## config.mk

```make
export PLATFORM = sky130hd
export DESIGN_NAME = rsw_switch_slave
export DESIGN_NICKNAME = d
export VERILOG_FILES = /design/src/core/rsw_pkg.sv /design/src/core/rsw_switch_slave.sv /design/src/core/rsw_sync.sv
export VERILOG_INCLUDE_DIRS = /design/src /design/src/core
export SDC_FILE = /design/constraint.sdc
export NUM_CORES = 1
export LEC_CHECK = 0
export ABC_AREA = 1
export BUFFER_PORTS_ARGS = -buffer_cell sky130_fd_sc_hd__buf_2
export CORE_MARGIN = 8
export CORE_UTILIZATION = 35
export CTS_CLUSTER_DIAMETER = 30
export DETAILED_ROUTE_END_ITERATION = 6
export GPL_TIMING_DRIVEN = 0
export PLACE_DENSITY = 0.52
export SLEW_MARGIN = 10
export SYNTH_ARGS = -nofsm -noshare
export SYNTH_HDL_FRONTEND = slang
export SYNTH_HIERARCHICAL = 1
export SYNTH_SLANG_ARGS = --single-unit
```

## constraint.sdc

```tcl
create_clock -name ref_clk -period 6.37 [get_ports ref_clk]
set_input_delay 0.3185 -clock ref_clk [delete_from_list [all_inputs] [get_ports ref_clk]]
set_output_delay 0.3185 -clock ref_clk [all_outputs]
set_load 0.02 [all_outputs]
```

## src/core/rsw_params.svh

```systemverilog
// Register offsets, field positions, reset values and frame counts.
`ifndef RSW_PARAMS_SVH
`define RSW_PARAMS_SVH
`define RSW_ADDR_MODE 5'h00
`define RSW_ADDR_PWR 5'h1c
`define RSW_ADDR_PART 5'h1d
`define RSW_ADDR_MAKER_LO 5'h1e
`define RSW_ADDR_MAKER_HI 5'h1f
`define RSW_MODE_DEF 8'h00
`define RSW_UNIQUE_SLAVE_ID_DEF 4'hb
`define RSW_MASK_DEF 3'h0
`define RSW_LOWP_BIT 7
`define RSW_STARTUP_BIT 6
`define RSW_CMD_LAST 4'hc
`define RSW_DATA_LAST 4'h8
`define RSW_RD_LAST 4'ha
`define RSW_PART_CODE 8'h5a
`define RSW_MAKER_CODE 10'h155
`endif

```

## src/core/rsw_pkg.sv

```systemverilog
// Types shared by the switch register slave.
package rsw_pkg;
    typedef enum logic [1:0] {
        RSW_IDLE,
        RSW_CMD,
        RSW_DATA,
        RSW_RD
    } rsw_phase_t;

    typedef struct packed {
        rsw_phase_t phase;
        logic [3:0] cnt;
        logic sclk_d;
        logic sdata_d;
        logic [12:0] cmd_sh;
        logic [8:0] data_sh;
        logic [8:0] rd_sh;
        logic sd_out;
        logic sd_oe;
        logic [7:0] mode;
        logic [7:0] shadow;
        logic low_power;
        logic [2:0] mask;
        logic [3:0] unique_slave_id;
        logic [9:0] throws;
    } rsw_state_t;
endpackage : rsw_pkg

```

## src/core/rsw_switch_slave.sv

```systemverilog
// Serial register slave steering a ten-throw antenna switch.
`timescale 1ns/1ns
`include "rsw_params.svh"
module rsw_switch_slave import rsw_pkg::*; #(
    parameter logic [7:0] PART_CODE = `RSW_PART_CODE,
    parameter logic [9:0] MAKER_CODE = `RSW_MAKER_CODE
) (
    input wire logic ref_clk,
    input wire logic nrst,
    input wire logic sclk,
    input wire logic sdata_in,
    output logic sdata_out,
    output logic sdata_oe,
    output logic [9:0] throw_sel,
    output logic low_power
);
    // The identity code defaults are arbitrary values.
    rsw_state_t st_reg;
    rsw_state_t st_next;
    logic [1:0] pins_s;
    logic sclk_s;
    logic sdata_s;
    logic rise;
    logic fall;
    logic ssc;
    logic wr_en;
    logic [4:0] wr_addr;
    logic [7:0] wr_data;
    logic [12:0] cmd_full;
    logic [8:0] data_full;

    localparam rsw_state_t ST_RESET = '{
        phase: RSW_IDLE, cnt: 4'h0, sclk_d: 1'b0, sdata_d: 1'b0,
        cmd_sh: 13'h0000, data_sh: 9'h000, rd_sh: 9'h000,
        sd_out: 1'b0, sd_oe: 1'b0, mode: `RSW_MODE_DEF,
        shadow: `RSW_MODE_DEF, low_power: 1'b0, mask: `RSW_MASK_DEF,
        unique_slave_id: `RSW_UNIQUE_SLAVE_ID_DEF, throws: 10'h000};

    // Returns one for frames that carry odd parity.
    function automatic logic rsw_odd_ok(input logic [12:0] bits);
        rsw_odd_ok = ^bits;
    endfunction : rsw_odd_ok

    // Read data for a register address; reserved bits read zero.
    function automatic logic [7:0] rsw_read(input logic [4:0] addr,
                                            input rsw_state_t s);
        case (addr)
            `RSW_ADDR_MODE: rsw_read = s.mode;
            `RSW_ADDR_PWR: rsw_read = {s.low_power, 1'b0, s.mask, 3'h0};
            `RSW_ADDR_PART: rsw_read = PART_CODE;
            `RSW_ADDR_MAKER_LO: rsw_read = MAKER_CODE[7:0];
            `RSW_ADDR_MAKER_HI: rsw_read = {2'h0, MAKER_CODE[9:8], s.unique_slave_id};
            default: rsw_read = 8'h00;
        endcase
    endfunction : rsw_read

    // Maps the mode byte onto a one-hot or all-zero throw select.
    function automatic logic [9:0] rsw_decode(input logic [7:0] m);
        rsw_decode = 10'h000;
        if (m[5:0] != 6'h00 && !m[4]) begin
            case (m[3:0])
                4'h2: rsw_decode = 10'h001;
                4'ha: rsw_decode = 10'h002;
                4'he: rsw_decode = 10'h004;
                4'hb: rsw_decode = 10'h008;
                4'h1: rsw_decode = 10'h010;
                4'h9: rsw_decode = 10'h020;
                4'h6: rsw_decode = 10'h040;
                4'h4: rsw_decode = 10'h080;
                4'hc: rsw_decode = 10'h100;
                4'h8: rsw_decode = 10'h200;
                default: rsw_decode = 10'h000;
            endcase
        end
    endfunction : rsw_decode

    rsw_sync #(.WIDTH(2)) u_sync (
        .ref_clk(ref_clk),
        .nrst(nrst),
        .async_in({sclk, sdata_in}),
        .sync_out(pins_s)
    );

    assign sclk_s = pins_s[1];
    assign sdata_s = pins_s[0];
    assign rise = sclk_s && !st_reg.sclk_d;
    assign fall = !sclk_s && st_reg.sclk_d;
    assign ssc = !sclk_s && !st_reg.sclk_d && !sdata_s && st_reg.sdata_d;
    assign cmd_full = {st_reg.cmd_sh[11:0], sdata_s};
    assign data_full = {st_reg.data_sh[7:0], sdata_s};

    always_comb begin
        st_next = st_reg;
        wr_en = 1'b0;
        wr_addr = 5'h00;
        wr_data = 8'h00;
        st_next.sclk_d = sclk_s;
        st_next.sdata_d = sdata_s;
        if (ssc) begin
            st_next.phase = RSW_CMD;
            st_next.cnt = 4'h0;
            st_next.sd_oe = 1'b0;
        end else begin
            case (st_reg.phase)
                RSW_CMD: begin
                    if (fall) begin
                        st_next.cmd_sh = cmd_full;
                        st_next.cnt = st_reg.cnt + 4'h1;
                        if (st_reg.cnt == `RSW_CMD_LAST) begin
                            st_next.phase = RSW_IDLE;
                            st_next.cnt = 4'h0;
                            if (rsw_odd_ok(cmd_full) && cmd_full[12:9] == st_reg.unique_slave_id) begin
                                if (cmd_full[8]) begin
                                    wr_en = 1'b1;
                                    wr_data = {1'b0, cmd_full[7:1]};
                                end else if (cmd_full[7:6] == 2'b10) begin
                                    st_next.phase = RSW_DATA;
                                end else if (cmd_full[7:6] == 2'b11) begin
                                    st_next.phase = RSW_RD;
                                    st_next.rd_sh = {rsw_read(cmd_full[5:1], st_reg),
                                        ~^rsw_read(cmd_full[5:1], st_reg)};
                                end
                            end
                        end
                    end
                end
                RSW_DATA: begin
                    if (fall) begin
                        st_next.data_sh = data_full;
                        st_next.cnt = st_reg.cnt + 4'h1;
                        if (st_reg.cnt == `RSW_DATA_LAST) begin
                            st_next.phase = RSW_IDLE;
                            if (rsw_odd_ok({4'h0, data_full})) begin
                                wr_en = 1'b1;
                                wr_addr = st_reg.cmd_sh[5:1];
                                wr_data = data_full[8:1];
                            end
                        end
                    end
                end
                RSW_RD: begin
                    if (rise) begin
                        st_next.cnt = st_reg.cnt + 4'h1;
                        if (st_reg.cnt == `RSW_RD_LAST) begin
                            st_next.sd_oe = 1'b0;
                            st_next.phase = RSW_IDLE;
                        end else if (st_reg.cnt != 4'h0) begin
                            st_next.sd_oe = 1'b1;
                            st_next.sd_out = st_reg.rd_sh[8];
                            st_next.rd_sh = {st_reg.rd_sh[7:0], 1'b0};
                        end
                    end
                end
                default: begin
                    st_next.phase = RSW_IDLE;
                end
            endcase
        end
        if (wr_en) begin
            case (wr_addr)
                `RSW_ADDR_MODE: begin
                    st_next.shadow = wr_data;
                    if (&st_reg.mask) begin
                        st_next.mode = wr_data;
                    end
                end
                `RSW_ADDR_PWR: begin
                    st_next.low_power = wr_data[`RSW_LOWP_BIT];
                    st_next.mask = wr_data[5:3];
                    if (|(wr_data[2:0] & ~st_reg.mask)) begin
                        st_next.mode = st_reg.shadow;
                    end
                    if (wr_data[`RSW_STARTUP_BIT]) begin
                        st_next.mode = `RSW_MODE_DEF;
                        st_next.shadow = `RSW_MODE_DEF;
                        st_next.low_power = 1'b0;
                        st_next.mask = `RSW_MASK_DEF;
                        st_next.unique_slave_id = `RSW_UNIQUE_SLAVE_ID_DEF;
                    end
                end
                `RSW_ADDR_MAKER_HI: st_next.unique_slave_id = wr_data[3:0];
                default: begin
                end
            endcase
        end
        st_next.throws = rsw_decode(st_reg.mode);
    end

    always_ff @(posedge ref_clk) begin
        if (!nrst) begin
            st_reg <= ST_RESET;
        end else begin
            st_reg <= st_next;
        end
    end

    assign sdata_out = st_reg.sd_out;
    assign sdata_oe = st_reg.sd_oe;
    assign throw_sel = st_reg.throws;
    assign low_power = st_reg.low_power;

    property p_oe_in_read;
        @(posedge ref_clk) disable iff (!nrst)
        sdata_oe |-> st_reg.phase == RSW_RD;
    endproperty
    a_oe_in_read: assert property (p_oe_in_read) else $error("drive outside read");

    property p_write_owner;
        @(posedge ref_clk) disable iff (!nrst)
        wr_en |-> st_reg.cmd_sh[11:8] == st_reg.unique_slave_id || st_reg.cmd_sh[12:9] == st_reg.unique_slave_id;
    endproperty
    a_write_owner: assert property (p_write_owner) else $error("foreign write");

    property p_direct;
        @(posedge ref_clk) disable iff (!nrst)
        wr_en && wr_addr == `RSW_ADDR_MODE && &st_reg.mask
        |=> st_reg.mode == $past(wr_data);
    endproperty
    a_direct: assert property (p_direct) else $error("masked write lost");

    property p_held;
        @(posedge ref_clk) disable iff (!nrst)
        wr_en && wr_addr == `RSW_ADDR_MODE && !(&st_reg.mask)
        |=> $stable(st_reg.mode) && st_reg.shadow == $past(wr_data);
    endproperty
    a_held: assert property (p_held) else $error("shadow bypassed");

    property p_trigger;
        @(posedge ref_clk) disable iff (!nrst)
        wr_en && wr_addr == `RSW_ADDR_PWR && !wr_data[6]
        && (|(wr_data[2:0] & ~st_reg.mask))
        |=> st_reg.mode == $past(st_reg.shadow);
    endproperty
    a_trigger: assert property (p_trigger) else $error("trigger not loaded");

    property p_quiet;
        @(posedge ref_clk) disable iff (!nrst)
        !wr_en |=> $stable(st_reg.mode);
    endproperty
    a_quiet: assert property (p_quiet) else $error("mode moved alone");

    property p_startup;
        @(posedge ref_clk) disable iff (!nrst)
        wr_en && wr_addr == `RSW_ADDR_PWR && wr_data[6]
        |=> st_reg.mode == 8'h00 && st_reg.unique_slave_id == 4'hb && !low_power;
    endproperty
    a_startup: assert property (p_startup) else $error("startup failed");

    property p_throw;
        @(posedge ref_clk) disable iff (!nrst)
        st_reg.mode[5:0] == 6'h02 ##1 st_reg.mode[5:0] == 6'h02
        |-> throw_sel == 10'h001;
    endproperty
    a_throw: assert property (p_throw) else $error("throw decode wrong");

    property p_unique_slave_id;
        @(posedge ref_clk) disable iff (!nrst)
        wr_en && wr_addr == `RSW_ADDR_MAKER_HI
        |=> st_reg.unique_slave_id == $past(wr_data[3:0]);
    endproperty
    a_unique_slave_id: assert property (p_unique_slave_id) else $error("slave ID not written");
endmodule : rsw_switch_slave

```

## src/core/rsw_sync.sv

```systemverilog
// Two-flop synchroniser for inputs from outside the clock domain.
`timescale 1ns/1ns
module rsw_sync #(
    parameter int WIDTH = 2
) (
    input wire logic ref_clk,
    input wire logic nrst,
    input wire logic [WIDTH-1:0] async_in,
    output logic [WIDTH-1:0] sync_out
);
    logic [WIDTH-1:0] meta_reg;

    always_ff @(posedge ref_clk) begin
        if (!nrst) begin
            meta_reg <= '0;
            sync_out <= '0;
        end else begin
            meta_reg <= async_in;
            sync_out <= meta_reg;
        end
    end
endmodule : rsw_sync

```

# Word level (Yosys, flattened, before mapping)
# Memories as Yosys holds them, arrays and structs flattened. A register that Yosys moved wholly into a read port is not among the register bits.
# Cells that the tools add are included.
dict set report word_totals {
  memories 1
  rom_bits 160
  regBits 67
  word_cells 161
}
dict set report op_classes {
  n_eq_ne 36
  n_reduce_logical 40
  n_bitwise 5
  n_mux 61
  n_addsub 1
}
# memory words width rd rd_clocked_by_memory_dff wr line
set memory_table {}
lappend memory_table {{(name not given)} 16 10 1 1 0 rsw_switch_slave.sv:61} ;# case (m[3:0])
# operator n
set op_table {}
lappend op_table {{2-to-1 mux 8 bit} 14}
lappend op_table {{2-to-1 mux 9 bit} 6}
lappend op_table {{one-hot mux 8 bit (5 select lines)} 1}
lappend op_table {{one-hot mux 16 bit (2 select lines)} 1}
lappend op_table {{equality test 5 bit (second input constant)} 6}
lappend op_table {{2-to-1 mux 5 bit} 6}
lappend op_table {{2-to-1 mux 7 bit} 4}
lappend op_table {{inequality test 2 bit (second input constant)} 14}
lappend op_table {{XOR reduction 13 bit} 2}
lappend op_table {{2-to-1 mux 24 bit} 1}
lappend op_table {{2-to-1 mux 6 bit} 4}
lappend op_table {{2-to-1 mux 11 bit} 2}
lappend op_table {{inequality test 3 bit (second input constant)} 7}
lappend op_table {{one-hot mux 9 bit (2 select lines)} 1}
lappend op_table {{AND reduction 3 bit} 6}
lappend op_table {{one-hot mux 8 bit (2 select lines)} 1}
lappend op_table {{equality test 4 bit (second input constant)} 3}
lappend op_table {{2-to-1 mux 2 bit} 6}
lappend op_table {{one-hot mux 4 bit (3 select lines)} 1}
lappend op_table {{AND reduction 6 bit} 2}
lappend op_table {{AND reduction 11 bit} 1}
lappend op_table {{zero test 5 bit} 2}
lappend op_table {{2-to-1 mux 10 bit} 1}
lappend op_table {{2-to-1 mux 1 bit} 9}
lappend op_table {{other kinds (22)} 42}

# Logic depth before layout (Yosys ltp)
dict set report logic_depth {
  ltp_word 18
  mapped_depth 20
  depth_no_buf 19
}

# Modules after synthesis
# Netlist, hierarchy kept.
# mod area_per_inst_um2 cells_per_inst n_inst
set by_module_without_submodules {}
lappend by_module_without_submodules {rsw_switch_slave 4319.1 631 1}
lappend by_module_without_submodules {rsw_sync 110.1 12 1}

# Least setup slack after synthesis
# OpenSTA, ideal clock, no wires.
dict set report synth_timing {
  path_type {reg2reg}
  startpoint {reg u_sync.sync_out[0]}
  endpoint {reg st_reg[27] (netlist bit)}
  n_path_buf 2
  arrival_time_ns 2.451
  required_ns 6.257
  path_stages_with_launch 16
  path_slack_ns 3.806
  setup_ns 0.113
  period_less_slack_ns 2.564
  cell_sequence {dfxtp_1 > xor2_1 > xor2_1 > xnor2_1 > ha_1 > or2_1 > buf_2 > inv_2 > o211ai_1 > inv_2 > nand2_2 > nor2_2 > nand2_2 > buf_6 > a21oi_2 > nor2_2}
}
dict set report synth_via {
  elab_chain_len 11
  word_cells_on_any_way 38
  cone_classes {3 x eq/ne; 24 x mux; 1 x bitwise; 10 x reduce/logical}
}
# item line
set synth_rtl {}
lappend synth_rtl {{from (decl)} rsw_sync.sv:9} ;# output logic [WIDTH-1:0] sync_out
lappend synth_rtl {{from (signal assigned)} rsw_sync.sv:19} ;# sync_out <= meta_reg;
lappend synth_rtl {{XOR reduction 13 bit} rsw_switch_slave.sv:41} ;# rsw_odd_ok = ^bits;
lappend synth_rtl {{logical AND 1 bit} rsw_switch_slave.sv:112} ;# if (rsw_odd_ok(cmd_full) && cmd_full[12:9] == st_reg.unique_slave_id) begin
lappend synth_rtl {{2-to-1 mux 7 bit} rsw_switch_slave.sv:112}
lappend synth_rtl {{2-to-1 mux 7 bit} rsw_switch_slave.sv:109} ;# if (st_reg.cnt == `RSW_CMD_LAST) begin
lappend synth_rtl {{2-to-1 mux 7 bit} rsw_switch_slave.sv:106} ;# if (fall) begin
lappend synth_rtl {{one-hot mux 8 bit (2 select lines)} rsw_switch_slave.sv:104} ;# case (st_reg.phase)
lappend synth_rtl {{2-to-1 mux 8 bit} rsw_switch_slave.sv:99} ;# if (ssc) begin
lappend synth_rtl {{bitwise AND 3 bit} rsw_switch_slave.sv:170} ;# if (|(wr_data[2:0] & ~st_reg.mask)) begin
lappend synth_rtl {{OR reduction 3 bit} rsw_switch_slave.sv:170}
lappend synth_rtl {{inequality test 3 bit (no source line)} n/a}
lappend synth_rtl {{AND reduction 4 bit (no source line)} n/a}
lappend synth_rtl {{to (signal assigned)} rsw_switch_slave.sv:193} ;# st_reg <= st_next;
lappend synth_rtl {{to (decl)} rsw_switch_slave.sv:18} ;# rsw_state_t st_reg;
# Parallel ways exist; a longest one is shown, timed or not. The select of a mux whose other input is x is not followed.
# A chain may end at the register's enable or synchronous reset.

# Final worst setup path
# Same ends and word-level chain as after synthesis.

==> results.txt <==
----------------------------------------------------
[Outcome]
  Run status ... finished, final reports clean

[Finish]
  Utilization of the core after routing ... 0.405
  Ant. Diodes ... 0
  Flip-flop count of the largest register, all copies and words added ... 40
  Filler-free cell count of the finished design ... 847
  NumNets Final ... 684
  Post-synthesis to final-layout area growth ... 14.0%
  Filler cell count in the final layout ... 1290
  Fraction of final layout cells sized beyond drive strength 1 ... 0.148

[Synthesis]
  Share of synthesized registers carrying an async set or reset ... 0
  Most area-consuming cells after synthesis ... sky130_fd_sc_hd__dfxtp_1, sky130_fd_sc_hd__nand2_1, sky130_fd_sc_hd__nand3_1
  Average footprint of a synthesized cell ... 6.89 µm²
  Most frequently used cell type in the post-synthesis netlist ... sky130_fd_sc_hd__nand2_1
  Number of flops mapped to enable cells by yosys ... 0
  Cell taking the most area after synthesis ... sky130_fd_sc_hd__dfxtp_1
  Post-Syn Nets ... 657
  Number of distinct library cells after synthesis ... 45
  Post-synth top cells ... sky130_fd_sc_hd__nand2_1, sky130_fd_sc_hd__dfxtp_1, sky130_fd_sc_hd__inv_1
  Post-synthesis sequential area ratio ... 0.348
  Syn Std Cell Area ... 4430 µm²
  Cells after Synth ... 643
  Warnings, synthesis ... 6
  Synth Register Bits ... 77
  Fraction of synthesized cell area taken by the top area cell type ... 0.348
  Most instantiated flip-flop cell in the synthesis netlist ... sky130_fd_sc_hd__dfxtp_1

[Worst setup path]
  Maximum single-stage delay on the critical path ... 0.48 ns
  Crit. End Element ... flip-flop
  Slowest CP cell ... sky130_fd_sc_hd__dfxtp_1
  Arrival time of the worst setup path ... 3.27 ns
  Sequence of cells on the critical path ... xor2_1 > xor2_1 > xnor2_1 > ha_1 > or2_1 > buf_2 > inv_2 > o211ai_1 > inv_2 > nand2_2 > nor2_2 > nand2_2 > buf_6 > a21oi_2 > nor2_2
  Setup Crit Path Kind ... flip-flop to flip-flop
  Worst reg-to-reg path cell count ... 15
  Largest driver fanout on the critical path ... 10
  Worst Path Required ... 6.61 ns
  R2r setup slk ... 3.35 ns
  Critical register-to-register path endpoint ... st_reg[27]$_SDFFE_PN0P_
  Startpoint of the lowest-slack register-to-register path ... u_sync/sync_out[0]$_SDFF_PN0_
  CP startpoint kind ... flip-flop

[Power]
  Fraction of power consumed by sequential logic ... 0.453
  Proportion of power drawn by the clock network ... 0.524
  Power per cell area ... 212 nW/µm²
  Internal Pwr Total ... 834 µW
  Net Switching ... 235 µW
  Leakage power ... 2.06 nW
  Net switching share of the total power ... 0.220
  VDD IR max ... 101 µV
  Combinational cell fraction of total power ... 0.023

[Routing]
  Number of antenna-violating nets in the routed design ... 0
  First drt pass iteration count ... 5
  Met3 routed WL ... 388 µm
  Routed length on met2 ... 5.05 mm
  Vias per std cell ... 4.78
  Routed wire length ... 11.3 mm
  Wl on met1 ... 5.58 mm
  Detailed-route via count ... 4045
  Top Layer Used ... met4
  Number of DRC violations after detailed-routing iteration 0 ... 307
  Average detailed-routed wire length per instance ... 13.3 µm
  Number of DRC violations after detailed routing ... 0

[Worst hold path]
  Worst hold stages ... 3
  Hold path startpoint ... sclk
  Min-Delay Endpoint ... u_sync/meta_reg[1]$_SDFF_PN0_
  Classification of the worst-slack hold path ... input pin to flip-flop

[Placed design]
  Weighted congestion at the end of routability-driven global placement ... 0.931
  PortBufs ... 16
  Sum of net half-perimeters after detailed placement ... 8.68 mm
  Placed instance count ... 831

[Timing]
  Setup violators final ... 0
  Maximum clock frequency ... 331 MHz
  Final clock skew ... 0.00624 ns
  Total Neg Setup Slack ... 0 ns
  Time the final worst path needs with I/O delays and setup ... 3.02 ns
  Final slew viol count ... 0
  Slew headroom ... 0.543
  Unrepaired setup endpoints after global routing ... false
  Final period util ... 0.475
  Final hold violations ... 0
  Slew of the pin with the lowest slew margin ... 0.686 ns

[Floorplanning]
  Core area ... 12500 µm²
  Top-Level Pins ... 17
  Initial core utilization ... 0.355
  X dimension of the die ... 128 µm
  Die Span Y ... 128 µm
  Total Die Area ... 16500 µm²
  Std cell rows ... 41

[Global route]
  GRT Total Usage ... 0.146
  Total gr overflow ... 0
  Initial antenna violation count ... 0
  Global-route wire length before repair ... 18.9 mm
  Maximum number of pins on one net before global-route repair ... 15
  Vias in the first global route ... 3851

[Clocking]
  TritonCTS buffer count ... 9
  CTS tree ... yes
  Sink count of the clock tree ... 77
  Postcts setup bufs ... 0
  Number of buffers inserted for hold repair after clock tree synthesis ... 0
  Clock insertion delay at the later pin of the skew report ... 0.35 ns
  Clock-pin slew on the worst setup and hold paths ... 0.06 ns
  CTS Buffer Depth ... 2
  Quantity of gates resized following cts ... 0
  H-tree depth ... 3
  Root buffer cell ... sky130_fd_sc_hd__clkbuf_16

[Run]
  Number of max-capacitance violations reported ... 0

----------------------------------------------------
final cells by class:
type                            instances  area [µm²]  area share
Clock buffer                            9         225      0.0446
Sequential cell                        77        1540       0.305
Clock inverter                          7         100      0.0198
Multi-Input combinational cell        454        2400       0.474
Buffer                                 25         165      0.0327
Timing Repair Buffer                   16        80.1      0.0159
Inverter                               87         327      0.0647
Tap cell                              172         215      0.0426
cell usage in the layout (no fill, tap or decap), drive strengths merged:
| cell | count |
|---|---|
| nor4 | 1 |
| or2 | 1 |
| a221o | 1 |
| bufinv | 2 |
| nand3 | 62 |
| nand2 | 175 |
| o21bai | 1 |
| o22ai | 2 |
| nor3 | 11 |
| ha | 10 |
| nand4 | 17 |
| xnor2 | 12 |
| a31oi | 8 |
| nand3b | 2 |
| clkinvlp | 3 |
| nor3b | 1 |
| clkbuf | 16 |
| and2 | 1 |
| nor2 | 69 |
| xor2 | 6 |
| inv | 83 |
| a21oi | 50 |
| o31ai | 3 |
| o21ai | 12 |
| a311oi | 1 |
| clkinv | 6 |
| dfxtp | 77 |
| o2111ai | 2 |
| buf | 34 |
| o211ai | 4 |
| a211oi | 2 |
metrics by stage:
step                hold WS (ns)  setup slack [ns]  power (mW)  area, µm²
floorplan                  0.386              3.81       0.511       4430
global placement           0.396              3.43       0.520       4720
detailed placement         0.402              3.37       0.520       4720
CTS                        0.145              3.35        1.09       5050
global route               0.161              3.03        1.11       5050
finish                     0.153              3.35        1.07       5050
layer usage:
layer | up-vias | global-route usage
met4 | 0 | 0.0629
met1 | 1802 | 0.185
li1 | 2129 | -
met3 | 18 | 0.0294
met2 | 96 | 0.237
met5 | - | 0
critical path: cells and delay by family, from the launching register on:
family / cells / cell delay, ns
compound gates: 2 / 0.38
simple gates: 5 / 0.58
buf+inv: 4 / 0.69
flops: 1 / 0.48
fa+ha+maj: 1 / 0.24
xor+xnor: 3 / 0.54
kinds of logic (layout without fill, tap and decap cells):
kind of cell	after synthesis	count (layout)	synth area share
fa+ha+maj	10	10	0.0282
simple gates	340	340	0.354
compound gates	86	86	0.123
buf+inv	112	144	0.111
flops	77	77	0.348
xor+xnor	18	18	0.0356
worst max path at each step:
| stage | start | endpoint | slack, ns | depth (start not counted) |
|---|---|---|---|---|
| 3_3_place_gp | u_sync/sync_out[0]$_SDFF_PN0_ | st_reg[27]$_SDFFE_PN0P_ | 3.43 | 15 |
| 3_5_place_dp | u_sync/sync_out[0]$_SDFF_PN0_ | st_reg[27]$_SDFFE_PN0P_ | 3.37 | 15 |
| 4_1_cts | u_sync/sync_out[0]$_SDFF_PN0_ | st_reg[27]$_SDFFE_PN0P_ | 3.35 | 15 |
| 2_1_floorplan | u_sync/sync_out[0]$_SDFF_PN0_ | st_reg[27]$_SDFFE_PN0P_ | 3.81 | 15 |
| 6_report | u_sync/sync_out[0]$_SDFF_PN0_ | st_reg[27]$_SDFFE_PN0P_ | 3.35 | 15 |
| 5_1_grt | u_sync/sync_out[0]$_SDFF_PN0_ | st_reg[11]$_SDFFE_PN1P_ | 3.03 | 14 |
power groups by stage:
stage | sequential, mW | clock [mW] | combinational (mW)
finish | 0.485 | 0.560 | 0.0248
CTS | 0.484 | 0.576 | 0.0249
global placement | 0.495 | 0 | 0.0245
global route | 0.484 | 0.595 | 0.0280
detailed placement | 0.495 | 0 | 0.0249
floorplan | 0.495 | 0 | 0.0165
(Power assumes the default switching activity.)
